### src/hw/sram_host_defines.svh
`ifndef SRAM_HOST_DEFINES_SVH
`define SRAM_HOST_DEFINES_SVH

// ============================================================
// Geometry of the memory behind each port.
`define ADDR_WIDTH 11
`define DATA_WIDTH 8
`define PORT_COUNT 4

// ============================================================
// Timing, figures in ns, counts at 100 MHz.
`define CLK_PERIOD_NS 10
`define WRITE_PULSE_NS 30
`define WRITE_HOLD_AFTER_BLOCK_NS 20
`define OUTPUT_OFF_NS 15
`define DATA_SETUP_NS 20
`define READ_ACCESS_NS 35
`define CYCLES_UP(ns) (((ns) + `CLK_PERIOD_NS - 1) / `CLK_PERIOD_NS)
`define WRITE_PULSE_CYCLES `CYCLES_UP(`OUTPUT_OFF_NS + `DATA_SETUP_NS)
`define HOLD_CYCLES `CYCLES_UP(`WRITE_HOLD_AFTER_BLOCK_NS)
`define READ_CYCLES `CYCLES_UP(`READ_ACCESS_NS)

`endif

### src/hw/sram_host_pkg.sv
package sram_host_pkg;

  // ============================================================
  // Pin group of one memory port.
  typedef struct packed {
    logic select_n;
    logic drive_n;
    logic read_write;
    logic [10:0] addr;
    logic [7:0] data_out;
    logic data_oe;
  } pins_type;

  // ============================================================
  // Sequencer states.
  typedef enum logic [2:0] {
    idle, addr_setup, write_pulse, write_hold, read_wait, finish
  } state_type;

endpackage

### src/hw/sram_port_timer.sv
`timescale 1ns/100ps
`include "sram_host_defines.svh"

module sram_port_timer #(
  parameter int WIDTH = 4
) (
  input wire logic clk, // Clock.
  input wire logic resetn, // Synchronous reset, low.
  input wire logic load, // Load a new count.
  input wire logic [WIDTH-1:0] value, // Count to load.
  output logic done // High when the count reaches zero.
);

  logic [WIDTH-1:0] count;
  logic [WIDTH-1:0] next_count;

  // ============================================================
  // Down counter; done is derived so it rises the cycle it hits zero.
  always_comb begin
    next_count = count;
    if (load) begin
      next_count = value;
    end else if (count != '0) begin
      next_count = count - 1'b1;
    end
  end

  always_ff @(posedge clk) begin
    if (!resetn) begin
      count <= '0;
    end else begin
      count <= next_count;
    end
  end

  assign done = (count == '0) && !load;

endmodule

### src/hw/sram_port_host.sv
`timescale 1ns/100ps
`include "sram_host_defines.svh"

module sram_port_host #(
  parameter int ADDR_WIDTH = `ADDR_WIDTH,
  parameter int DATA_WIDTH = `DATA_WIDTH
) (
  input wire logic clk, // Clock, 100 MHz.
  input wire logic resetn, // Synchronous reset, low.
  input wire logic req, // Start an access, one-cycle pulse.
  input wire logic req_write, // High for write.
  input wire logic [ADDR_WIDTH-1:0] req_addr, // Access address.
  input wire logic [DATA_WIDTH-1:0] req_wdata, // Write data.
  output logic busy, // Access in progress.
  output logic done, // Access finished, one-cycle pulse.
  output logic [DATA_WIDTH-1:0] rdata, // Read data, valid with done.
  output logic select_n, // Port select, low active.
  output logic drive_n, // Port output drive, low active.
  output logic read_write, // High read, low write.
  output logic [ADDR_WIDTH-1:0] addr, // Port address.
  output logic [DATA_WIDTH-1:0] data_out, // Data toward the port.
  output logic data_oe, // High while host drives data.
  input wire logic [DATA_WIDTH-1:0] data_in, // Data from the port.
  input wire logic write_block_n // Write block, low suppresses writes.
);

  sram_host_pkg::state_type state, next_state;
  logic [DATA_WIDTH-1:0] next_rdata;
  logic next_busy, next_done, next_select_n, next_drive_n, next_read_write, next_data_oe;
  logic [ADDR_WIDTH-1:0] next_addr;
  logic [DATA_WIDTH-1:0] next_data_out;
  logic timer_load;
  logic [3:0] timer_value;
  logic timer_done;

  // ============================================================
  // Shared timer for pulse width, hold and read access.
  sram_port_timer #(.WIDTH(4)) timer (
    .clk(clk),
    .resetn(resetn),
    .load(timer_load),
    .value(timer_value),
    .done(timer_done)
  );

  // ============================================================
  // Sequencer. Address is set one cycle before select falls so it never
  // moves during a write and is valid before a read starts.
  always_comb begin
    next_state = state;
    next_busy = busy;
    next_done = 1'b0;
    next_rdata = rdata;
    next_select_n = select_n;
    next_drive_n = drive_n;
    next_read_write = read_write;
    next_addr = addr;
    next_data_out = data_out;
    next_data_oe = data_oe;
    timer_load = 1'b0;
    timer_value = 4'h0;
    case (state)
      sram_host_pkg::idle: begin
        next_select_n = 1'b1;
        next_drive_n = 1'b1;
        next_read_write = 1'b1;
        if (req) begin
          next_addr = req_addr;
          next_data_out = req_wdata;
          next_busy = 1'b1;
          next_read_write = !req_write;
          next_data_oe = req_write;
          next_state = sram_host_pkg::addr_setup;
        end
      end
      sram_host_pkg::addr_setup: begin
        next_select_n = 1'b0;
        timer_load = 1'b1;
        if (!read_write) begin
          timer_value = 4'(`WRITE_PULSE_CYCLES);
          next_state = sram_host_pkg::write_pulse;
        end else begin
          next_drive_n = 1'b0;
          timer_value = 4'(`READ_CYCLES);
          next_state = sram_host_pkg::read_wait;
        end
      end
      sram_host_pkg::write_pulse: begin
        if (!write_block_n) begin
          timer_load = 1'b1;
          timer_value = 4'(`HOLD_CYCLES);
        end else if (timer_done) begin
          next_state = sram_host_pkg::write_hold;
        end
      end
      sram_host_pkg::write_hold: begin
        next_select_n = 1'b1;
        next_read_write = 1'b1;
        next_state = sram_host_pkg::finish;
      end
      sram_host_pkg::read_wait: begin
        if (timer_done) begin
          next_rdata = data_in;
          next_select_n = 1'b1;
          next_drive_n = 1'b1;
          next_state = sram_host_pkg::finish;
        end
      end
      sram_host_pkg::finish: begin
        next_data_oe = 1'b0;
        next_busy = 1'b0;
        next_done = 1'b1;
        next_state = sram_host_pkg::idle;
      end
      default: begin
        next_state = sram_host_pkg::idle;
      end
    endcase
  end

  always_ff @(posedge clk) begin
    if (!resetn) begin
      state <= sram_host_pkg::idle;
      busy <= 1'b0;
      done <= 1'b0;
      rdata <= '0;
      select_n <= 1'b1;
      drive_n <= 1'b1;
      read_write <= 1'b1;
      addr <= '0;
      data_out <= '0;
      data_oe <= 1'b0;
    end else begin
      state <= next_state;
      busy <= next_busy;
      done <= next_done;
      rdata <= next_rdata;
      select_n <= next_select_n;
      drive_n <= next_drive_n;
      read_write <= next_read_write;
      addr <= next_addr;
      data_out <= next_data_out;
      data_oe <= next_data_oe;
    end
  end
endmodule

### config.mk
export PLATFORM = sky130hd
export DESIGN_NAME = sram_port_host
export DESIGN_NICKNAME = d
export VERILOG_FILES = /design/src/hw/sram_host_pkg.sv /design/src/hw/sram_port_timer.sv /design/src/hw/sram_port_host.sv
export VERILOG_INCLUDE_DIRS = /design/src /design/src/hw
export SDC_FILE = /design/constraint.sdc
export NUM_CORES = 1
export LEC_CHECK = 0
export ABC_AREA = 1
export BUFFER_PORTS_ARGS = -buffer_cell sky130_fd_sc_hd__buf_2
export CAP_MARGIN = 20
export CORE_UTILIZATION = 41
export DETAILED_ROUTE_END_ITERATION = 12
export GPL_TIMING_DRIVEN = 0
export PLACE_DENSITY = 0.69
export SLEW_MARGIN = 10
export SYNTH_ARGS = -nofsm -noshare
export SYNTH_HDL_FRONTEND = slang
export SYNTH_SLANG_ARGS = --single-unit
export TNS_END_PERCENT = 5
### constraint.sdc
create_clock -name clk -period 3.8 [get_ports clk]
set_input_delay 0.76 -clock clk [delete_from_list [all_inputs] [get_ports clk]]
set_output_delay 0.76 -clock clk [all_outputs]
set_load 0.01 [all_outputs]
==> flow_summary_export.csv, run 1 <==
group,metric,value,unit
clock_network,clk_latency,0.29,ns
finish,antenna_cells,0,
timing,worst_pin_slew,0.427,ns
drt,drc_errors,0,
yosys,yosysWarnings,0,
timing,period_share,42.0,%
timing,finalSetupViolCount,0,
clock_network,tritoncts,"built",
clock_network,cts-resized-gates,0,
setup_path,critPathMaxFanout,5,
timing,rsz0062_at_grt,"no",
grt,grt-ovfl-total,0,
pwr,leakage,1.08,nW
yosys,yosys.cell_types.count,23,
finish,final_nets,326,
setup_path,r2r_setup_slack,2.35,ns
place,gp_congestion,0.851,
setup_path,path_buf_inv,1,
setup_path,arrival,0.84,ns
setup_path,cp-end-kind,"output port",
setup_path,cp_top_family,"flip-flops",
timing,fin_skew,0.00534,ns
finish,seq_area,801,µm²
finish,nFillCells,383,
yosys,synth.area.top_cells,"dfxtp_1, nand2_1, a21oi_1",
setup_path,max_stage_delay,0.39,ns
finish,drive_gt1_share,29.0,%
clock_network,clock-sinks,40,
clock_network,cts_root_buf,"clkbuf_8",
timing,layout_min_cycle_time,1.60,ns
die,ios,65,
finish,mostFrequentLayoutCells,"nand2_1, buf_2, dfxtp_1",
grt,grt_pass1_vias,1298,
grt,grt_pass1_wl,5380,µm
timing,timing.slew.headroom,71.5,%
drt,ant_nets,0,
die,die_area,0.00421,mm²
yosys,ys_seq_area_share,49.4,%
setup_path,startpoint_type,"flop",
clock_network,clockBufferDepth,2,
setup_path,path_cells,"buf_2",
min_path,hold_path_class,"reg2reg",
setup_path,crit_type,"reg2out",
clock_network,clk_pin_slew,0.07,ns
clock_network,cts_max_level,2,
grt,grt_max_degree,13,
yosys,syn_inst,221,
pwr,irDropWorstVdd,0.310,mV
drt,top_layer,"met4",
drt,met3_length,192,µm
finish,multiInputGateArea,697,µm²
drt,routed-via-count,1536,
drt,routed_wl,3400,µm
die,core,0.00372,mm²
drt,drt-vias-per-instance,4.50,
yosys,ys_ff_latch,40,
yosys,yosysTopAreaCell,"dfxtp_1",
timing,hold_viol_final,0,
run_status,outcome,"finished, final reports clean",
clock_network,cts_hold_buf,0,
place,dpl.hpwl,2510,µm
grt,antenna_found_initial,0,
yosys,synth-simple-area-share,30.7,%
setup_path,crit_required,3.04,ns
min_path,hold-path-cell-count,2,
setup_path,r2r_cells,8,
yosys,syn_avg_cell_area,7.34,µm²
yosys,synth_top_family_by_area,"simple AND/OR/NAND/NOR gates",
yosys,synth_top_area_share,49.4,%
timing,fin_setup_tns,0,ns
yosys,synth_fa_ha_area_share,1.54,%
yosys,synth-compound-area-share,9.10,%
timing,fmax,627,MHz
die,die_x,64.9,µm
finish,syn2layout_area_growth,30.1,%
clock_network,cts_setup_buffers,0,
yosys,synth-xor-area-share,1.62,%
setup_path,cp_slowest_cell,"dfxtp_1",
die,floorplan.initialDensity,43.6,%
die,row_count,22,
pwr,powerDensity,607,mW/mm²
finish,final_common_cell,"nand2_1",
yosys,syn_nets,255,
die,dieHeight,64.9,µm
grt,grt_use_total,16.5,%
drt,wl_met2,1580,µm
drt,dr.pass1.iters,5,
run,drv_cap,0,
yosys,syn_area,0.00162,mm²
timing,drv_slew,0,
clock_network,cts_buffers,5,
drt,wl_met1,1570,µm
place,io_buffers,64,
setup_path,cp.depth,1,
yosys,muxShareOfSynthArea,0,%
finish,fin_util,56.8,%
drt,routedWlPerCell,9.98,µm
drt,drtIter0Drc,36,
==> final timing paths <==
path                           startpoint                     to
setup reg to reg    state[0]$_SDFFE_PN0P_  select_n$_SDFFE_PN1P_
hold reg to reg         busy$_SDFFE_PN0P_      busy$_SDFFE_PN0P_
hold / removal          busy$_SDFFE_PN0P_      busy$_SDFFE_PN0P_
setup / recovery  read_write$_SDFFE_PN1P_             read_write
==> metrics by stage <==
| stage | instances | power, mW | hold slack, ns | cell area, µm² | setup slack (ns) |
|---|---|---|---|---|---|
| finish | 341 | 1.28 | 0.458 | 2110 | 2.20 |
| global route | 341 | 1.37 | 0.479 | 2110 | 2.14 |
| CTS | 341 | 1.30 | 0.462 | 2110 | 2.18 |
| detailed placement | 333 | 0.957 | 0.449 | 2000 | 2.07 |
| global placement | 333 | 0.950 | 0.439 | 2000 | 2.09 |
| floorplan | 221 | 0.837 | 0.483 | 1620 | 2.32 |
==> power breakdown <==
group          total [mW]  switching, mW  internal (mW)
sequential          0.530         0.0366          0.493
clock               0.334          0.139          0.195
combinational       0.417          0.254          0.163
==> flip-flops by register name, summed over array words and instances, names as in the netlist, 3 cells and up <==
name and flops:
addr 11, data_out 8, rdata 8, state 3
timer.count 4
==> cell usage after synthesis <==
cell / count
a21oi_1: 23
nand4_4: 1
nand3_2: 1
nor4_1: 1
buf_4: 1
inv_1: 17
nor2_2: 1
buf_2: 3
o21a_1: 1
nor3_1: 2
xor2_1: 3
inv_2: 3
nand2_2: 2
ha_1: 2
clkinv_1: 1
nand3_1: 9
nand2_1: 73
clkbuf_1: 3
buf_6: 1
nor2_4: 1
o21ai_0: 5
nor2_1: 27
dfxtp_1: 40
==> kinds of logic after synthesis <==
family                     after synthesis
AOI/OAI and AO/OA                       29
xor gates and xnor gates                 3
adders and majority gates                2
buffers and inverters                   29
DFF                                     40
and+or+nand+nor                        118
==> cell type report <==
cell class	instances	area share, %
buffer	8	2.14
clock buffer	6	3.44
clock inverter	2	1.66
inverter	21	3.74
multi-input combinational	152	33.0
sequential	40	38.0
tap	48	2.85
timing repair buffer	64	15.2
==> metal layers <==
metal / global-route usage [%] / vias up
met3: 5.11 / 7
met1: 19.7 / 663
met2: 27.2 / 39
li1: - / 827
met4: 6.39 / 0
met5: 0 / -
No activity file was read; power rests on OpenSTA's default activity.
==> inputs of run 2 (changes only) <==
PLACE_DENSITY = 0.72   (was 0.69)
clock period = 1.3 ns   (was 3.8 ns; I/O delays follow)
==> flow_summary_export.csv, run 2 (same netlist as run 1, synthesis figures left out) <==
group,metric,value,unit
clock_network,clock-sinks,40,
grt,antenna_found_initial,0,
finish,reg.largest.list,"addr (11), data_out (8), rdata (8)",
timing,worst_pin_slew,0.507,ns
drt,drt-vias-per-instance,4.58,
place,place_ws,-0.186,ns
drt,routedWlPerCell,10.3,µm
die,core,0.00372,mm²
run_status,outcome,"finished, final reports clean",
place,gp_congestion,0.870,
die,row_count,22,
die,die_area,0.00421,mm²
drt,routed_wl,3690,µm
timing,timing.slew.headroom,66.2,%
timing,hold-worst-slack,0.186,ns
die,dieHeight,64.9,µm
grt,grt_max_degree,12,
drt,met3_length,122,µm
grt,grt_use_total,18.1,%
clock_network,clockBufferDepth,2,
drt,ant_nets,0,
finish,final_nets,344,
drt,wl_met2,1870,µm
finish,drive_gt1_share,41.0,%
timing,layout_min_cycle_time,1.29,ns
timing,fin_skew,0.00509,ns
drt,drtIter0Drc,53,
timing,drv_slew,0,
timing,rsz0062_at_grt,"yes",
clock_network,clk_pin_slew,0.07,ns
setup_path,critPathMaxFanout,5,
grt,grt_pass1_wl,5940,µm
setup_path,r2r_setup_slack,0.01,ns
pwr,irDropWorstVdd,0.997,mV
pwr,powerDensity,1710,mW/mm²
drt,top_layer,"met4",
clock_network,cts_buffers,5,
drt,routed-via-count,1638,
place,io_buffers,64,
setup_path,crit_type,"reg2reg",
timing,finalSetupViolCount,0,
clock_network,cts_max_level,2,
die,ios,65,
finish,syn2layout_area_growth,44.2,%
die,floorplan.initialDensity,43.6,%
timing,hold_viol_final,0,
drt,drc_errors,0,
finish,mostFrequentLayoutCells,"nand2_1, buf_2, dfxtp_1",
clock_network,tritoncts,"built",
setup_path,arrival,1.50,ns
drt,dr.pass1.iters,4,
clock_network,cts_hold_buf,0,
pwr,leakage,1.17,nW
run,drv_cap,0,
finish,stdcell_count,358,
timing,period_share,99.1,%
grt,grt-ovfl-total,0,
grt,grt_pass1_vias,1445,
drt,wl_met1,1650,µm
setup_path,crit_required,1.51,ns
timing,fmax,776,MHz
finish,antenna_cells,0,
place,place_inst,333,
finish,top_register,"addr",
setup_path,cp-end-kind,"flop",
timing,timing.final.ws_setup,0.0114,ns
clock_network,cts_root_buf,"clkbuf_8",
clock_network,clk_latency,0.28,ns
die,die_x,64.9,µm
setup_path,startpoint_type,"flop",
finish,nFillCells,353,
place,dpl.hpwl,2480,µm
min_path,hold_path_class,"in2reg",
finish,largest_reg_flops,11,
==> run 2: cell count changes in the layout (fill, tap and decap cells not counted), moves of 5 or more <==
cell	before	now
a21oi_1	23	18
dfxtp_1	40	35
buf_4	1	15
inv_4	0	5
a21oi_2	0	5
nand2_1	73	67
==> run 2: cell type report <==
class | count | area [µm²] | area share [%]
sequential | 40 | 812 | 34.7
multi-input combinational | 152 | 782 | 33.4
timing repair buffer | 82 | 460 | 19.7
inverter | 21 | 91.3 | 3.91
clock buffer | 6 | 72.6 | 3.10
tap | 48 | 60.1 | 2.57
buffer | 8 | 55.1 | 2.35
clock inverter | 1 | 5.00 | 0.214
==> run 2: worst paths after layout <==
| kind | depth (start not counted) | endpoint | from |
|---|---|---|---|
| hold reg to reg | 2 | busy$_SDFFE_PN0P_ | busy$_SDFFE_PN0P_ |
| setup reg to reg | 9 | data_out[3]$_SDFFE_PN0P_ | state[1]$_SDFFE_PN0P_ |
| setup / recovery | 9 | data_out[3]$_SDFFE_PN0P_ | state[1]$_SDFFE_PN0P_ |
| hold / removal | 3 | rdata[0]$_SDFFE_PN0P_ | data_in[0] |
==> run 2: metrics by stage <==
step | area (µm²) | total power, mW | util (%) | TNS, ns
finish | 2340 | 4.00 | 62.9 | 0
global route | 2340 | 4.30 | 62.9 | -0.650
CTS | 2140 | 3.66 | 57.6 | 0
detailed placement | 2000 | 2.80 | 53.9 | -1.69
global placement | 2000 | 2.78 | 53.9 | -1.19
floorplan | 1620 | 2.45 | - | 0
==> run 2: critical path, stage by stage (launching register included) <==
cell and delay, ns:
dfxtp_4 0.36, inv_4 0.08, nand2_4 0.07, nor2_4 0.13
nand2_2 0.09, inv_2 0.09, buf_6 0.12, buf_4 0.10
nand2_1 0.06, a21oi_2 0.11
==> run 2: report_power, final <==
part | leakage (nW) | internal [mW] | total, mW | switching [mW]
Clock | 0.0410 | 0.364 | 0.752 | 0.388
Sequential | 0.330 | 1.45 | 1.59 | 0.134
Combinational | 0.799 | 0.767 | 1.66 | 0.894
==> run 2: per-layer routing <==
| metal | track usage [%] | vias up |
|---|---|---|
| met2 | 32.6 | 30 |
| met5 | 0 | - |
| met1 | 20.2 | 737 |
| met4 | 8.33 | 0 |
| met3 | 3.52 | 4 |
| li1 | - | 867 |
==> run 2: repair_timing <==
action                                  CTS  global route
setup buffers                             4            12
gates resized for setup                  16            30
pin swaps                                 4             8
gates cloned                              0             2
endpoints found under the setup margin   24            25
==> inputs of run 3 (changes only) <==
CELL_PAD_IN_SITES_DETAIL_PLACEMENT = 0   (was unset)
CELL_PAD_IN_SITES_GLOBAL_PLACEMENT = 1   (was unset)
CORE_UTILIZATION = 29   (was 41)
PLACE_DENSITY = unset   (was 0.72)
PLACE_DENSITY_LB_ADDON = 0.1   (was unset)
==> flow_summary_export.csv, run 3 (same netlist as run 1, synthesis figures left out) <==
group,metric,value,unit
run_status,outcome,"finished, final reports clean",
clock_network,clk_pin_slew,0.08,ns
setup_path,crit_type,"reg2reg",
clock_network,tritoncts,"built",
die,die_area,0.00589,mm²
finish,final_common_cell,"nand2_1",
finish,stdcell_count,376,
setup_path,cp-end-kind,"flop",
finish,reg.largest.list,"addr (11), data_out (8), rdata (8)",
run,drv_cap,0,
timing,worst_pin_slew,0.494,ns
grt,grt_use_total,13.9,%
drt,drc_errors,0,
timing,period_share,96.7,%
timing,drv_slew,0,
finish,antenna_cells,0,
timing,timing.slew.headroom,67.1,%
die,floorplan.initialDensity,31.0,%
clock_network,cts_max_level,2,
pwr,power.total,4.12,mW
clock_network,clock-sinks,40,
die,ios,65,
timing,layout_min_cycle_time,1.26,ns
finish,multiInputGateArea,807,µm²
timing,hold_viol_final,0,
timing,fin_setup_tns,0,ns
place,place_inst,355,
setup_path,cp_slowest_cell,"dfxtp_4",
timing,rsz0062_at_grt,"yes",
die,row_count,26,
grt,grt_pass1_vias,1499,
drt,dr.pass1.iters,6,
setup_path,critPathMaxFanout,5,
grt,grt_max_degree,14,
clock_network,cts_buffers,5,
setup_path,arrival,1.49,ns
setup_path,startpoint_type,"flop",
clock_network,cts_root_buf,"clkbuf_8",
pwr,leakage,1.16,nW
setup_path,path_cells,"inv_2 -> nor2_4 -> nand4_4 -> buf_4 -> nand2_1 -> nand2_1 -> nor2_1",
grt,antenna_found_initial,0,
finish,top_register,"addr",
place,io_buffers,64,
finish,syn2layout_area_growth,46.4,%
clock_network,clockBufferDepth,2,
drt,routed_wl,4010,µm
die,dieHeight,76.8,µm
min_path,hold_path_class,"in2reg",
timing,finalSetupViolCount,0,
timing,fmax,796,MHz
finish,largest_reg_flops,11,
timing,timing.final.ws_setup,0.0432,ns
die,die_x,76.8,µm
finish,seq_area,815,µm²
place,gp_congestion,0.790,
drt,drtIter0Drc,56,
finish,mostFrequentLayoutCells,"nand2_1, buf_2, dfxtp_1",
timing,fin_skew,0.00762,ns
drt,routed-via-count,1593,
grt,grt-ovfl-total,0,
setup_path,cp_top_family,"simple AND/OR/NAND/NOR gates",
drt,ant_nets,0,
place,place_ws,-0.168,ns
clock_network,clk_latency,0.29,ns
die,core,0.00524,mm²
setup_path,max_stage_delay,0.40,ns
drt,drt-vias-per-instance,4.24,
pwr,irDropWorstVdd,0.932,mV
finish,drive_gt1_share,40.2,%
finish,final_nets,339,
finish,fin_util,45.3,%
pwr,powerDensity,1740,mW/mm²
setup_path,path_buf_inv,2,
setup_path,crit_required,1.53,ns
finish,nFillCells,577,
place,dpl.hpwl,2750,µm
grt,grt_pass1_wl,6440,µm
setup_path,critPathMostFrequentCell,"nand2_1",
drt,routedWlPerCell,10.7,µm
## run 3: cell types whose count changed in the layout (fill, tap and decap cells not counted), sizes merged
cell,change
buf,-5
clkinv,+2
clkbuf,-1
## run 3: layout make-up
cell class	instances	share of cell area (%)
Buffer	8	2.16
Tap cell	70	3.69
Inverter	21	3.95
Sequential cell	40	34.3
Timing Repair Buffer	77	18.2
Multi-Input combinational cell	152	34.0
Clock buffer	5	2.90
Clock inverter	3	0.791
## run 3: final timing paths
path / cells after the start / slack, ns / start / to
max: 7 / 0.04 / state[2]$_SDFFE_PN0P_ / rdata[6]$_SDFFE_PN0P_
min: 3 / 0.17 / data_in[2] / rdata[2]$_SDFFE_PN0P_
max reg2reg: 7 / 0.04 / state[2]$_SDFFE_PN0P_ / rdata[6]$_SDFFE_PN0P_
min reg2reg: 2 / 0.46 / busy$_SDFFE_PN0P_ / busy$_SDFFE_PN0P_
## run 3: metal layers
layer | vias to the layer above | part of all wire (%) | global-route usage, %
li1 | 854 | - | -
met1 | 685 | 44 | 16.1
met2 | 46 | 48 | 23.1
met3 | 8 | 6.3 | 3.93
met4 | 0 | 1.9 | 7.50
met5 | - | 0 | 0
## run 3: per-stage QoR
stage	cell area (µm²)	hold slack, ns
2_1_floorplan	1620	0.380
3_3_place_gp	2030	0.448
3_5_place_dp	2030	0.443
4_1_cts	2170	0.169
5_1_grt	2370	0.176
6_report	2370	0.167
## run 3: power breakdown
group | switching, mW | internal (mW) | leakage, nW | total [mW]
Clock | 0.436 | 0.374 | 0.0479 | 0.810
Combinational | 0.904 | 0.809 | 0.779 | 1.71
Sequential | 0.146 | 1.45 | 0.330 | 1.60
Total | 1.49 | 2.64 | 1.16 | 4.12
## run 3: tightest hold or removal path, cell delays in order
cell	delay [ns]
buf_2	0.07
nor2_1	0.03
nor2_1	0.06
## run 3: repair_timing
action	in CTS	in global routing
setup endpoints to repair	32	24
resized for setup	13	35
cloned	0	1
pin swaps	3	9
buffers inserted	3	9
hold endpoints to repair	0	0
hold buffers	0	0
